File: src/rtl/albu_params.svh
/*
  Constants of the serial unit with sync-break support: oversampling, frame sizes and field codes.
  Assumes inclusion by bare name from the design modules; definitions only.
*/
`ifndef ALBU_PARAMS_SVH
`define ALBU_PARAMS_SVH
`define ALBU_OVS_LAST    4'hF
`define ALBU_START_MID   4'h7
`define ALBU_DATA_LAST   4'h7
`define ALBU_BRK_TX_SH   16'hE000
`define ALBU_BRK_TX_BITS 4'hE
`define ALBU_BRK_RX_MIN  8'hB0
`define ALBU_BRK_LEN_MAX 8'hFF
`define ALBU_BITS_NOPAR  4'hA
`define ALBU_BITS_PAR    4'hB
`define ALBU_PAR_EVEN    2'h2
`define ALBU_PAR_ODD     2'h3
`define ALBU_ORDER_LSB   1'h1
`endif

File: src/rtl/albu_pkg.sv
/*
  Types of the serial unit: state encodings and the packed state records.
  Assumes no other package.
*/
package albu_pkg;
  typedef enum logic [1:0] {
    ALBU_TX_IDLE = 2'h0,
    ALBU_TX_LOAD = 2'h1,
    ALBU_TX_SEND = 2'h2
  } albu_tx_state_type;

  typedef enum logic [2:0] {
    ALBU_RX_IDLE  = 3'h0,
    ALBU_RX_START = 3'h1,
    ALBU_RX_DATA  = 3'h2,
    ALBU_RX_PAR   = 3'h3,
    ALBU_RX_STOP  = 3'h4,
    ALBU_RX_BRK   = 3'h5
  } albu_rx_state_type;

  typedef struct packed {
    albu_tx_state_type tst;
    logic [7:0]        tbuf;
    logic              bf;
    logic              sf;
    logic [15:0]       sh;
    logic [3:0]        nbits;
    logic [3:0]        tsub;
    logic              tbrk_pend;
    logic              tbrk_act;
    logic              tdone;
    logic              txd;
    albu_rx_state_type rs;
    logic [3:0]        rsub;
    logic [3:0]        rcnt;
    logic [7:0]        rsh;
    logic              rpar;
    logic [7:0]        rbuf;
    logic              full;
    logic              pe;
    logic              fe;
    logic              oe;
    logic              armed;
    logic              rbrk_pend;
    logic [7:0]        brk_len;
    logic              brk_flag;
    logic              rdone;
    logic              rerr;
  } albu_state_type;

  typedef struct packed {
    logic [15:0] cnt;
    logic        tick;
  } albu_tick_state_type;
endpackage

File: src/rtl/albu_tick_if.sv
/*
  Carrier between the top and its oversampling tick generator.
  Assumes one generator and one user.
*/
interface albu_tick_if;
  logic [15:0] divisor;
  logic        tick;
  modport gen (input divisor, output tick);
  modport use_side (output divisor, input tick);
endinterface

File: src/rtl/albu_tick.sv
/*
  Oversampling tick generator: one pulse every divisor clocks while running.
  Assumes divisor stable while running; 0 and 1 both give a tick every clock.
*/
module albu_tick (
  input  wire logic mclk_in,
  input  wire logic srst_in,
  input  wire logic ce_in,
  input  wire logic run_in,
  albu_tick_if.gen  tk
);
  albu_pkg::albu_tick_state_type s, next_s;

  always_comb begin
    next_s = s;
    next_s.tick = 1'b0;
    if (!run_in) begin
      next_s.cnt = 16'h0000;
    end else if (s.cnt + 16'h0001 >= tk.divisor) begin
      next_s.cnt = 16'h0000;
      next_s.tick = 1'b1;
    end else begin
      next_s.cnt = s.cnt + 16'h0001;
    end
  end

  always_ff @(posedge mclk_in) begin
    if (srst_in) begin
      s <= '0;
    end else if (ce_in) begin
      s <= next_s;
    end
  end

  assign tk.tick = s.tick;
endmodule

File: src/rtl/albu_top.sv
/*
  Asynchronous serial unit with sync break send and detect, 16x oversampling.
  Assumes control bits are plain ports held stable per software sequencing; rxd_in already synchronous.
*/
`include "albu_params.svh"
module albu_top (
  input  wire logic       mclk_in,
  input  wire logic       srst_in,
  input  wire logic       ce_in,
  input  wire logic       unit_power_bit_in,
  input  wire logic       tx_enable_bit_in,
  input  wire logic       rx_enable_bit_in,
  input  wire logic       bit_order_select_in,
  input  wire logic       tx_level_invert_in,
  input  wire logic [1:0] parity_mode_in,
  input  wire logic       two_stop_in,
  input  wire logic [15:0] baud_div_in,
  input  wire logic       tx_buffer_we_in,
  input  wire logic [7:0] tx_buffer_in,
  input  wire logic       break_tx_trigger_set_in,
  input  wire logic       break_rx_trigger_set_in,
  input  wire logic       rx_error_status_rd_in,
  input  wire logic       rx_buffer_rd_in,
  input  wire logic       rxd_in,
  output logic            txd_out,
  output logic            tx_buffer_full_flag_out,
  output logic            tx_shift_busy_flag_out,
  output logic            tx_done_interrupt_out,
  output logic            break_tx_trigger_out,
  output logic            break_rx_trigger_out,
  output logic            break_rx_flag_out,
  output logic [7:0]      rx_buffer_out,
  output logic            parity_err_out,
  output logic            framing_err_out,
  output logic            overrun_err_out,
  output logic            rx_done_interrupt_out,
  output logic            rx_error_interrupt_out
);
  albu_pkg::albu_state_type s, next_s;
  albu_tick_if tk ();
  logic tick;
  logic use_par;
  logic pe_now;
  logic tx_end;
  logic frame_end;

  assign tk.divisor = baud_div_in;
  assign tick = tk.tick;
  assign use_par = parity_mode_in[1];

  albu_tick u_tick (
    .mclk_in (mclk_in),
    .srst_in (srst_in),
    .ce_in   (ce_in),
    .run_in  (unit_power_bit_in),
    .tk      (tk.gen)
  );

  function automatic logic [7:0] albu_order(input logic [7:0] d, input logic lsb);
    logic [7:0] r;
    r = d;
    if (lsb != `ALBU_ORDER_LSB) begin
      for (int i = 0; i < 8; i++) begin
        r[i] = d[7 - i];
      end
    end
    return r;
  endfunction

  function automatic logic albu_parity(input logic [7:0] d, input logic [1:0] mode);
    return (mode == `ALBU_PAR_ODD) ? ~^d : ^d;
  endfunction

  assign tx_end = s.tst == albu_pkg::ALBU_TX_SEND && tick && s.tsub == `ALBU_OVS_LAST && s.nbits == 4'h1;
  assign frame_end = s.rs == albu_pkg::ALBU_RX_STOP && tick && s.rsub == `ALBU_OVS_LAST;
  assign pe_now = use_par && (s.rpar != albu_parity(s.rsh, parity_mode_in));

  always_comb begin
    next_s = s;
    next_s.tdone = 1'b0;
    next_s.rdone = 1'b0;
    next_s.rerr = 1'b0;

    if (tx_buffer_we_in && tx_enable_bit_in) begin
      next_s.tbuf = albu_order(tx_buffer_in, bit_order_select_in);
      next_s.bf = 1'b1;
    end
    if (break_tx_trigger_set_in && tx_enable_bit_in) begin
      next_s.tbrk_pend = 1'b1;
    end
    case (s.tst)
      albu_pkg::ALBU_TX_IDLE: begin
        if (s.tbrk_pend) begin
          next_s.sh = `ALBU_BRK_TX_SH;
          next_s.nbits = `ALBU_BRK_TX_BITS;
          next_s.tsub = 4'h0;
          next_s.sf = 1'b1;
          next_s.tbrk_act = 1'b1;
          next_s.tst = albu_pkg::ALBU_TX_SEND;
        end else if (s.bf) begin
          // flags go 10 to 11 first
          next_s.sf = 1'b1;
          next_s.tst = albu_pkg::ALBU_TX_LOAD;
        end
      end
      albu_pkg::ALBU_TX_LOAD: begin
        // then 11 to 01; a write this cycle keeps the buffer full
        next_s.bf = tx_buffer_we_in && tx_enable_bit_in;
        next_s.sh = 16'hFFFF;
        next_s.sh[0] = 1'b0;
        next_s.sh[8:1] = s.tbuf;
        if (use_par) begin
          next_s.sh[9] = albu_parity(s.tbuf, parity_mode_in);
        end
        next_s.nbits = (use_par ? `ALBU_BITS_PAR : `ALBU_BITS_NOPAR) + {3'h0, two_stop_in};
        next_s.tsub = 4'h0;
        next_s.tst = albu_pkg::ALBU_TX_SEND;
      end
      albu_pkg::ALBU_TX_SEND: begin
        if (tick) begin
          next_s.tsub = s.tsub + 4'h1;
          if (s.tsub == `ALBU_OVS_LAST) begin
            next_s.sh = {1'b1, s.sh[15:1]};
            next_s.nbits = s.nbits - 4'h1;
          end
        end
        if (tx_end) begin
          next_s.tst = albu_pkg::ALBU_TX_IDLE;
          next_s.sf = 1'b0;
          next_s.tdone = 1'b1;
          // trigger drops when the break field ends
          if (s.tbrk_act) begin
            next_s.tbrk_pend = 1'b0;
            next_s.tbrk_act = 1'b0;
          end
        end
      end
      default: next_s.tst = albu_pkg::ALBU_TX_IDLE;
    endcase
    if (!tx_enable_bit_in) begin
      next_s.tst = albu_pkg::ALBU_TX_IDLE;
      next_s.bf = 1'b0;
      next_s.sf = 1'b0;
      next_s.tbrk_pend = 1'b0;
      next_s.tbrk_act = 1'b0;
    end
    next_s.txd = (next_s.tst == albu_pkg::ALBU_TX_SEND ? next_s.sh[0] : 1'b1) ^ tx_level_invert_in;

    if (break_rx_trigger_set_in && rx_enable_bit_in) begin
      next_s.rbrk_pend = 1'b1;
    end
    // status read arms the clear, buffer read completes it
    if (rx_error_status_rd_in) begin
      next_s.armed = s.pe || s.fe || s.oe;
    end
    if (rx_buffer_rd_in) begin
      next_s.full = 1'b0;
      if (s.armed) begin
        next_s.pe = 1'b0;
        next_s.fe = 1'b0;
        next_s.oe = 1'b0;
        next_s.armed = 1'b0;
      end
    end
    if (tick) begin
      next_s.rsub = s.rsub + 4'h1;
    end
    case (s.rs)
      albu_pkg::ALBU_RX_IDLE: begin
        next_s.rsub = 4'h0;
        next_s.brk_len = 8'h00;
        if (!rxd_in) begin
          next_s.rs = s.rbrk_pend ? albu_pkg::ALBU_RX_BRK : albu_pkg::ALBU_RX_START;
        end
      end
      albu_pkg::ALBU_RX_START: begin
        if (tick && s.rsub == `ALBU_START_MID) begin
          next_s.rsub = 4'h0;
          next_s.rcnt = 4'h0;
          next_s.rs = rxd_in ? albu_pkg::ALBU_RX_IDLE : albu_pkg::ALBU_RX_DATA;
        end
      end
      albu_pkg::ALBU_RX_DATA: begin
        if (tick && s.rsub == `ALBU_OVS_LAST) begin
          next_s.rsh = {rxd_in, s.rsh[7:1]};
          next_s.rcnt = s.rcnt + 4'h1;
          if (s.rcnt == `ALBU_DATA_LAST) begin
            next_s.rs = use_par ? albu_pkg::ALBU_RX_PAR : albu_pkg::ALBU_RX_STOP;
          end
        end
      end
      albu_pkg::ALBU_RX_PAR: begin
        if (tick && s.rsub == `ALBU_OVS_LAST) begin
          next_s.rpar = rxd_in;
          next_s.rs = albu_pkg::ALBU_RX_STOP;
        end
      end
      albu_pkg::ALBU_RX_STOP: begin
        // only the first stop bit is looked at
        if (frame_end) begin
          next_s.rs = albu_pkg::ALBU_RX_IDLE;
          // pending data or uncleared errors turn the new byte into an overrun
          if (next_s.full || next_s.pe || next_s.fe || next_s.oe) begin
            next_s.oe = 1'b1;
          end else begin
            next_s.rbuf = albu_order(s.rsh, bit_order_select_in);
            next_s.full = 1'b1;
          end
          next_s.pe = next_s.pe || pe_now;
          next_s.fe = next_s.fe || !rxd_in;
          next_s.rerr = (next_s.oe && !s.oe) || pe_now || !rxd_in;
          next_s.rdone = 1'b1;
        end
      end
      albu_pkg::ALBU_RX_BRK: begin
        if (tick && !rxd_in && s.brk_len != `ALBU_BRK_LEN_MAX) begin
          next_s.brk_len = s.brk_len + 8'h01;
        end
        if (tick && rxd_in) begin
          next_s.rs = albu_pkg::ALBU_RX_IDLE;
          if (s.brk_len >= `ALBU_BRK_RX_MIN) begin
            // trigger clears itself on a good break
            next_s.rbrk_pend = break_rx_trigger_set_in;
            next_s.brk_flag = 1'b1;
            next_s.rdone = 1'b1;
          end else begin
            // short low keeps break mode and the flag untouched
            next_s.rerr = 1'b1;
          end
        end
      end
      default: next_s.rs = albu_pkg::ALBU_RX_IDLE;
    endcase
    if (!rx_enable_bit_in) begin
      next_s.rs = albu_pkg::ALBU_RX_IDLE;
      next_s.rbrk_pend = 1'b0;
    end
    // Power off is a full unit reset, so stale flags never survive a restart
    if (!unit_power_bit_in) begin
      next_s = '0;
      next_s.txd = ~tx_level_invert_in;
    end
  end

  always_ff @(posedge mclk_in) begin
    if (srst_in) begin
      s <= '0;
      s.txd <= 1'b1;
    end else if (ce_in) begin
      s <= next_s;
    end
  end

  assign txd_out = s.txd;
  assign tx_buffer_full_flag_out = s.bf;
  assign tx_shift_busy_flag_out = s.sf;
  assign tx_done_interrupt_out = s.tdone;
  assign break_rx_trigger_out = 1'b0;
  assign break_tx_trigger_out = 1'b0;
  assign break_rx_flag_out = s.brk_flag;
  assign rx_buffer_out = s.rbuf;
  assign parity_err_out = s.pe;
  assign framing_err_out = s.fe;
  assign overrun_err_out = s.oe;
  assign rx_done_interrupt_out = s.rdone;
  assign rx_error_interrupt_out = s.rerr;
endmodule

File: config.mk
export PLATFORM = sky130hd
export DESIGN_NAME = albu_top
export DESIGN_NICKNAME = d
export VERILOG_FILES = /design/src/rtl/albu_pkg.sv /design/src/rtl/albu_tick_if.sv /design/src/rtl/albu_tick.sv /design/src/rtl/albu_top.sv
export VERILOG_INCLUDE_DIRS = /design/src /design/src/rtl
export SDC_FILE = /design/constraint.sdc
export NUM_CORES = 1
export LEC_CHECK = 0
export BUFFER_PORTS_ARGS = -buffer_cell sky130_fd_sc_hd__clkbuf_2
export CORE_MARGIN = 5
export CORE_UTILIZATION = 40
export CTS_BUF_LIST = sky130_fd_sc_hd__clkbuf_16
export DETAILED_ROUTE_END_ITERATION = 10
export PLACE_DENSITY = 0.66
export SYNTH_ARGS = -nofsm -noshare
export SYNTH_HDL_FRONTEND = slang
export SYNTH_SLANG_ARGS = --single-unit
export TNS_END_PERCENT = 1
File: constraint.sdc
create_clock -name mclk_in -period 5.1 [get_ports mclk_in]
set_input_delay 0.255 -clock mclk_in [delete_from_list [all_inputs] [get_ports mclk_in]]
set_output_delay 0.255 -clock mclk_in [all_outputs]
set_load 0.005 [all_outputs]
==> reports/qor.json <==
{
  "run_status": "complete, no violations",
  "dominant_synthesized_flop_cell": "dfxtp_1",
  "drt_pass1_iterations": 5,
  "postCtsSetupBuffers": 0,
  "synth_seq_cells": 102,
  "layout.cells.most_common": "dfxtp_1",
  "p_leak_nw": 2.48,
  "final-max-slew-violation-count": 0,
  "clockRootBuffer": "clkbuf_16",
  "final_cell_mix": "dfxtp_1, nor2_1, a21oi_1, nand2_1, clkbuf_2",
  "critical-path-top-delay-family": "simple AND/OR/NAND/NOR gates",
  "cts_hold_repair.buffers": 0,
  "grt.overflow.total": 0,
  "critical_path.endpoint_type": "flip-flop",
  "clock_sink_count": 102,
  "max-vdd-ir-drop_mv": 0.233,
  "worst_setup_path_category": "flip-flop to flip-flop",
  "layout-drive-gt1-share": 0.129,
  "port_buf_inserts": 58,
  "finalSetupTns_ns": 0,
  "antenna_found_initial": 0,
  "fin_nets": 792,
  "dp_hpwl_um": 9550,
  "mappedNetlistArea_um2": 5770,
  "clk_pin_slew_worst_paths_ns": 0.07,
  "buf_inv_stages_crit_path": 0,
  "cts_resized": 0,
  "worst_ep_required_time_ns": 5.39,
  "avgRoutedWirePerCell_um": 14.5,
  "drt_first_iter_violations": 292,
  "post_synth_inst_count": 703,
  "slew-limit-headroom": 0.171,
  "antenna_violating_nets_post_route": 0,
  "worstSkewPairLatency_ns": 0.35,
  "critical_path.startpoint_type": "flip-flop",
  "core_box_area_um2": 14000,
  "drt-vias-per-instance": 5.61,
  "cts.path.max_buffers": 2,
  "yosysWarnings": 0,
  "fill_cells": 1378,
  "hp-class": "input port to flip-flop",
  "synth.distinct_cells": 68,
  "asyncSetResetFlopFracSynth": 0,
  "clock-skew-final_ns": 0.0110,
  "crit_arrival_ns": 3.96,
  "grt_pass1_wl_um": 23100,
  "detail_route.drc_violations": 0,
  "worstPathMaxFanout": 13,
  "max-cap-violations": 0,
  "synth-seq-area-share": 0.354,
  "area_growth_syn_to_layout_pct": 9.79,
  "achievable-frequency_mhz": 272,
  "n_antenna_cell": 0,
  "cp_slowest_cell": "nor3_2",
  "dieWidth_um": 130,
  "floorplan.die_area_um2": 16900,
  "drt_wl_total_um": 13200,
  "cpPeakStageDelay_ns": 0.70,
  "final_util": 0.453,
  "worst-slew-pin-transition_ns": 1.24,
  "rsz0062_at_grt": "no",
  "dieHeight_um": 130,
  "cts_htree_levels": 3,
  "grt_start_max_net_pins": 39,
  "synth.avg_cell_area_um2": 8.20,
  "final-setup-viol-count": 0,
  "routed-via-count": 5098,
  "floorplan.initialDensity": 0.412,
  "crit_path_cell_trace": "nand3_1 > nor3_1 > and3_1 > xor2_1 > ha_1 > a211o_1 > a21oi_1 > a21o_1 > a31oi_1 > nor3_2 > a32o_1",
  "timing.final.crit_share": 0.720,
  "cts-buffers-inserted": 9,
  "fp-row-count": 43,
  "fin_worst_hold_slack_ns": 0.191,
  "cts_tree": "done",
  "final_critical_path_required_period_ns": 3.67,
  "final-hold-violation-count": 0,
  "design.portCount": 61,
  "place.gp.congestion": 0.842,
  "grt_pass1_vias": 4984,
  "cellPowerDensity_nw_per_um2": 253,
  "synth-edff-count": 0,
  "power.total_mw": 1.60,
  "gr-usage-all-layers": 0.166
}
==> final cells by class <==
class	instances	area, um2	share of cell area
clock buffer	9	225	0.0356
tap	180	225	0.0356
sequential	102	2040	0.323
timing repair buffer	60	305	0.0482
multi-input combinational	526	3380	0.534
inverter	27	101	0.0160
clock inverter	4	51.3	0.00810
==> tightest hold or removal path: stages <==
cell	delay [ns]
clkbuf_2	0.09
nand4_1	0.09
a21oi_1	0.06
==> synthesized netlist by cell type, types with 3 or more instances <==
cell type | n | area [um2]
buf_4 | 11 | 82.6
or3_1 | 3 | 18.8
a21o_1 | 11 | 82.6
and2_1 | 7 | 43.8
a21oi_1 | 72 | 360
mux2i_1 | 13 | 130
o2bb2ai_1 | 8 | 70.1
nand2_1 | 59 | 221
nor3b_1 | 3 | 22.5
xnor2_1 | 24 | 210
o31ai_1 | 4 | 30.0
mux2_2 | 5 | 56.3
o211ai_1 | 3 | 22.5
clkbuf_1 | 23 | 86.3
a22o_1 | 3 | 26.3
and3_1 | 7 | 43.8
nand3_1 | 16 | 80.1
dfxtp_1 | 102 | 2040
o21ai_0 | 33 | 165
a22oi_1 | 20 | 150
nand4_1 | 20 | 125
nor2_1 | 83 | 312
nor2b_1 | 8 | 50.1
xor2_1 | 12 | 105
ha_1 | 25 | 313
nand2b_1 | 5 | 31.3
a32o_1 | 13 | 130
buf_1 | 3 | 11.3
o21a_1 | 4 | 30.0
buf_2 | 11 | 55.1
or4_1 | 4 | 30.0
inv_1 | 26 | 97.6
nor3_1 | 15 | 75.1
a211oi_1 | 6 | 45.0
==> flip-flops by register name, indices dropped and copies added, names as in the netlist <==
register and count:
rx_buffer_out 8, overrun_err_out 1, s 67, parity_err_out 1, rx_error_interrupt_out 1, framing_err_out 1
txd_out 1, tx_shift_busy_flag_out 1, u_tick.tk.tick 1, rx_done_interrupt_out 1, tx_buffer_full_flag_out 1, u_tick.s 16
break_rx_flag_out 1, tx_done_interrupt_out 1
==> metal layers <==
layer | track usage | wire (um) | vias to the layer above
li1 | - | - | 2546
met1 | 0.209 | 5970 | 2414
met2 | 0.278 | 6310 | 114
met3 | 0.0426 | 602 | 24
met4 | 0.0538 | 287 | 0
met5 | 0 | 0 | -
==> stage by stage <==
stage          setup slack [ns]  std cells  cell area (um2)
3_5_place_dp               1.44        895             6050
3_3_place_gp               1.62        895             6050
5_1_grt                    1.07        908             6330
6_report                   1.43        908             6330
2_1_floorplan              2.27        704             5770
4_1_cts                    1.42        908             6330
==> kinds of logic after synthesis <==
kind of cell	count (synthesis)	synth area share
AND/OR/NAND/NOR	249	0.217
AO/OA/AOI/OAI	195	0.223
flip-flops	102	0.354
buffers and inverters	76	0.0603
XOR/XNOR	37	0.0586
adder cells (fa/ha/maj)	25	0.0542
multiplexers	18	0.0323
other	1	0.000650
==> report_power, final <==
part	internal [mW]	switching, mW
clock	0.373	0.296
sequential	0.802	0.00732
combinational	0.0459	0.0795
==> final timing paths <==
check        slack (ns)      endpoint                     from  depth (start not counted)
max                1.43  u_tick.s[12]              u_tick.s[1]                         11
min                0.19         s[11]  break_rx_trigger_set_in                          3
max reg2reg        1.43  u_tick.s[12]              u_tick.s[1]                         11
min reg2reg        0.45         s[11]                    s[11]                          2
No activity file was read; power rests on OpenSTA's default activity.
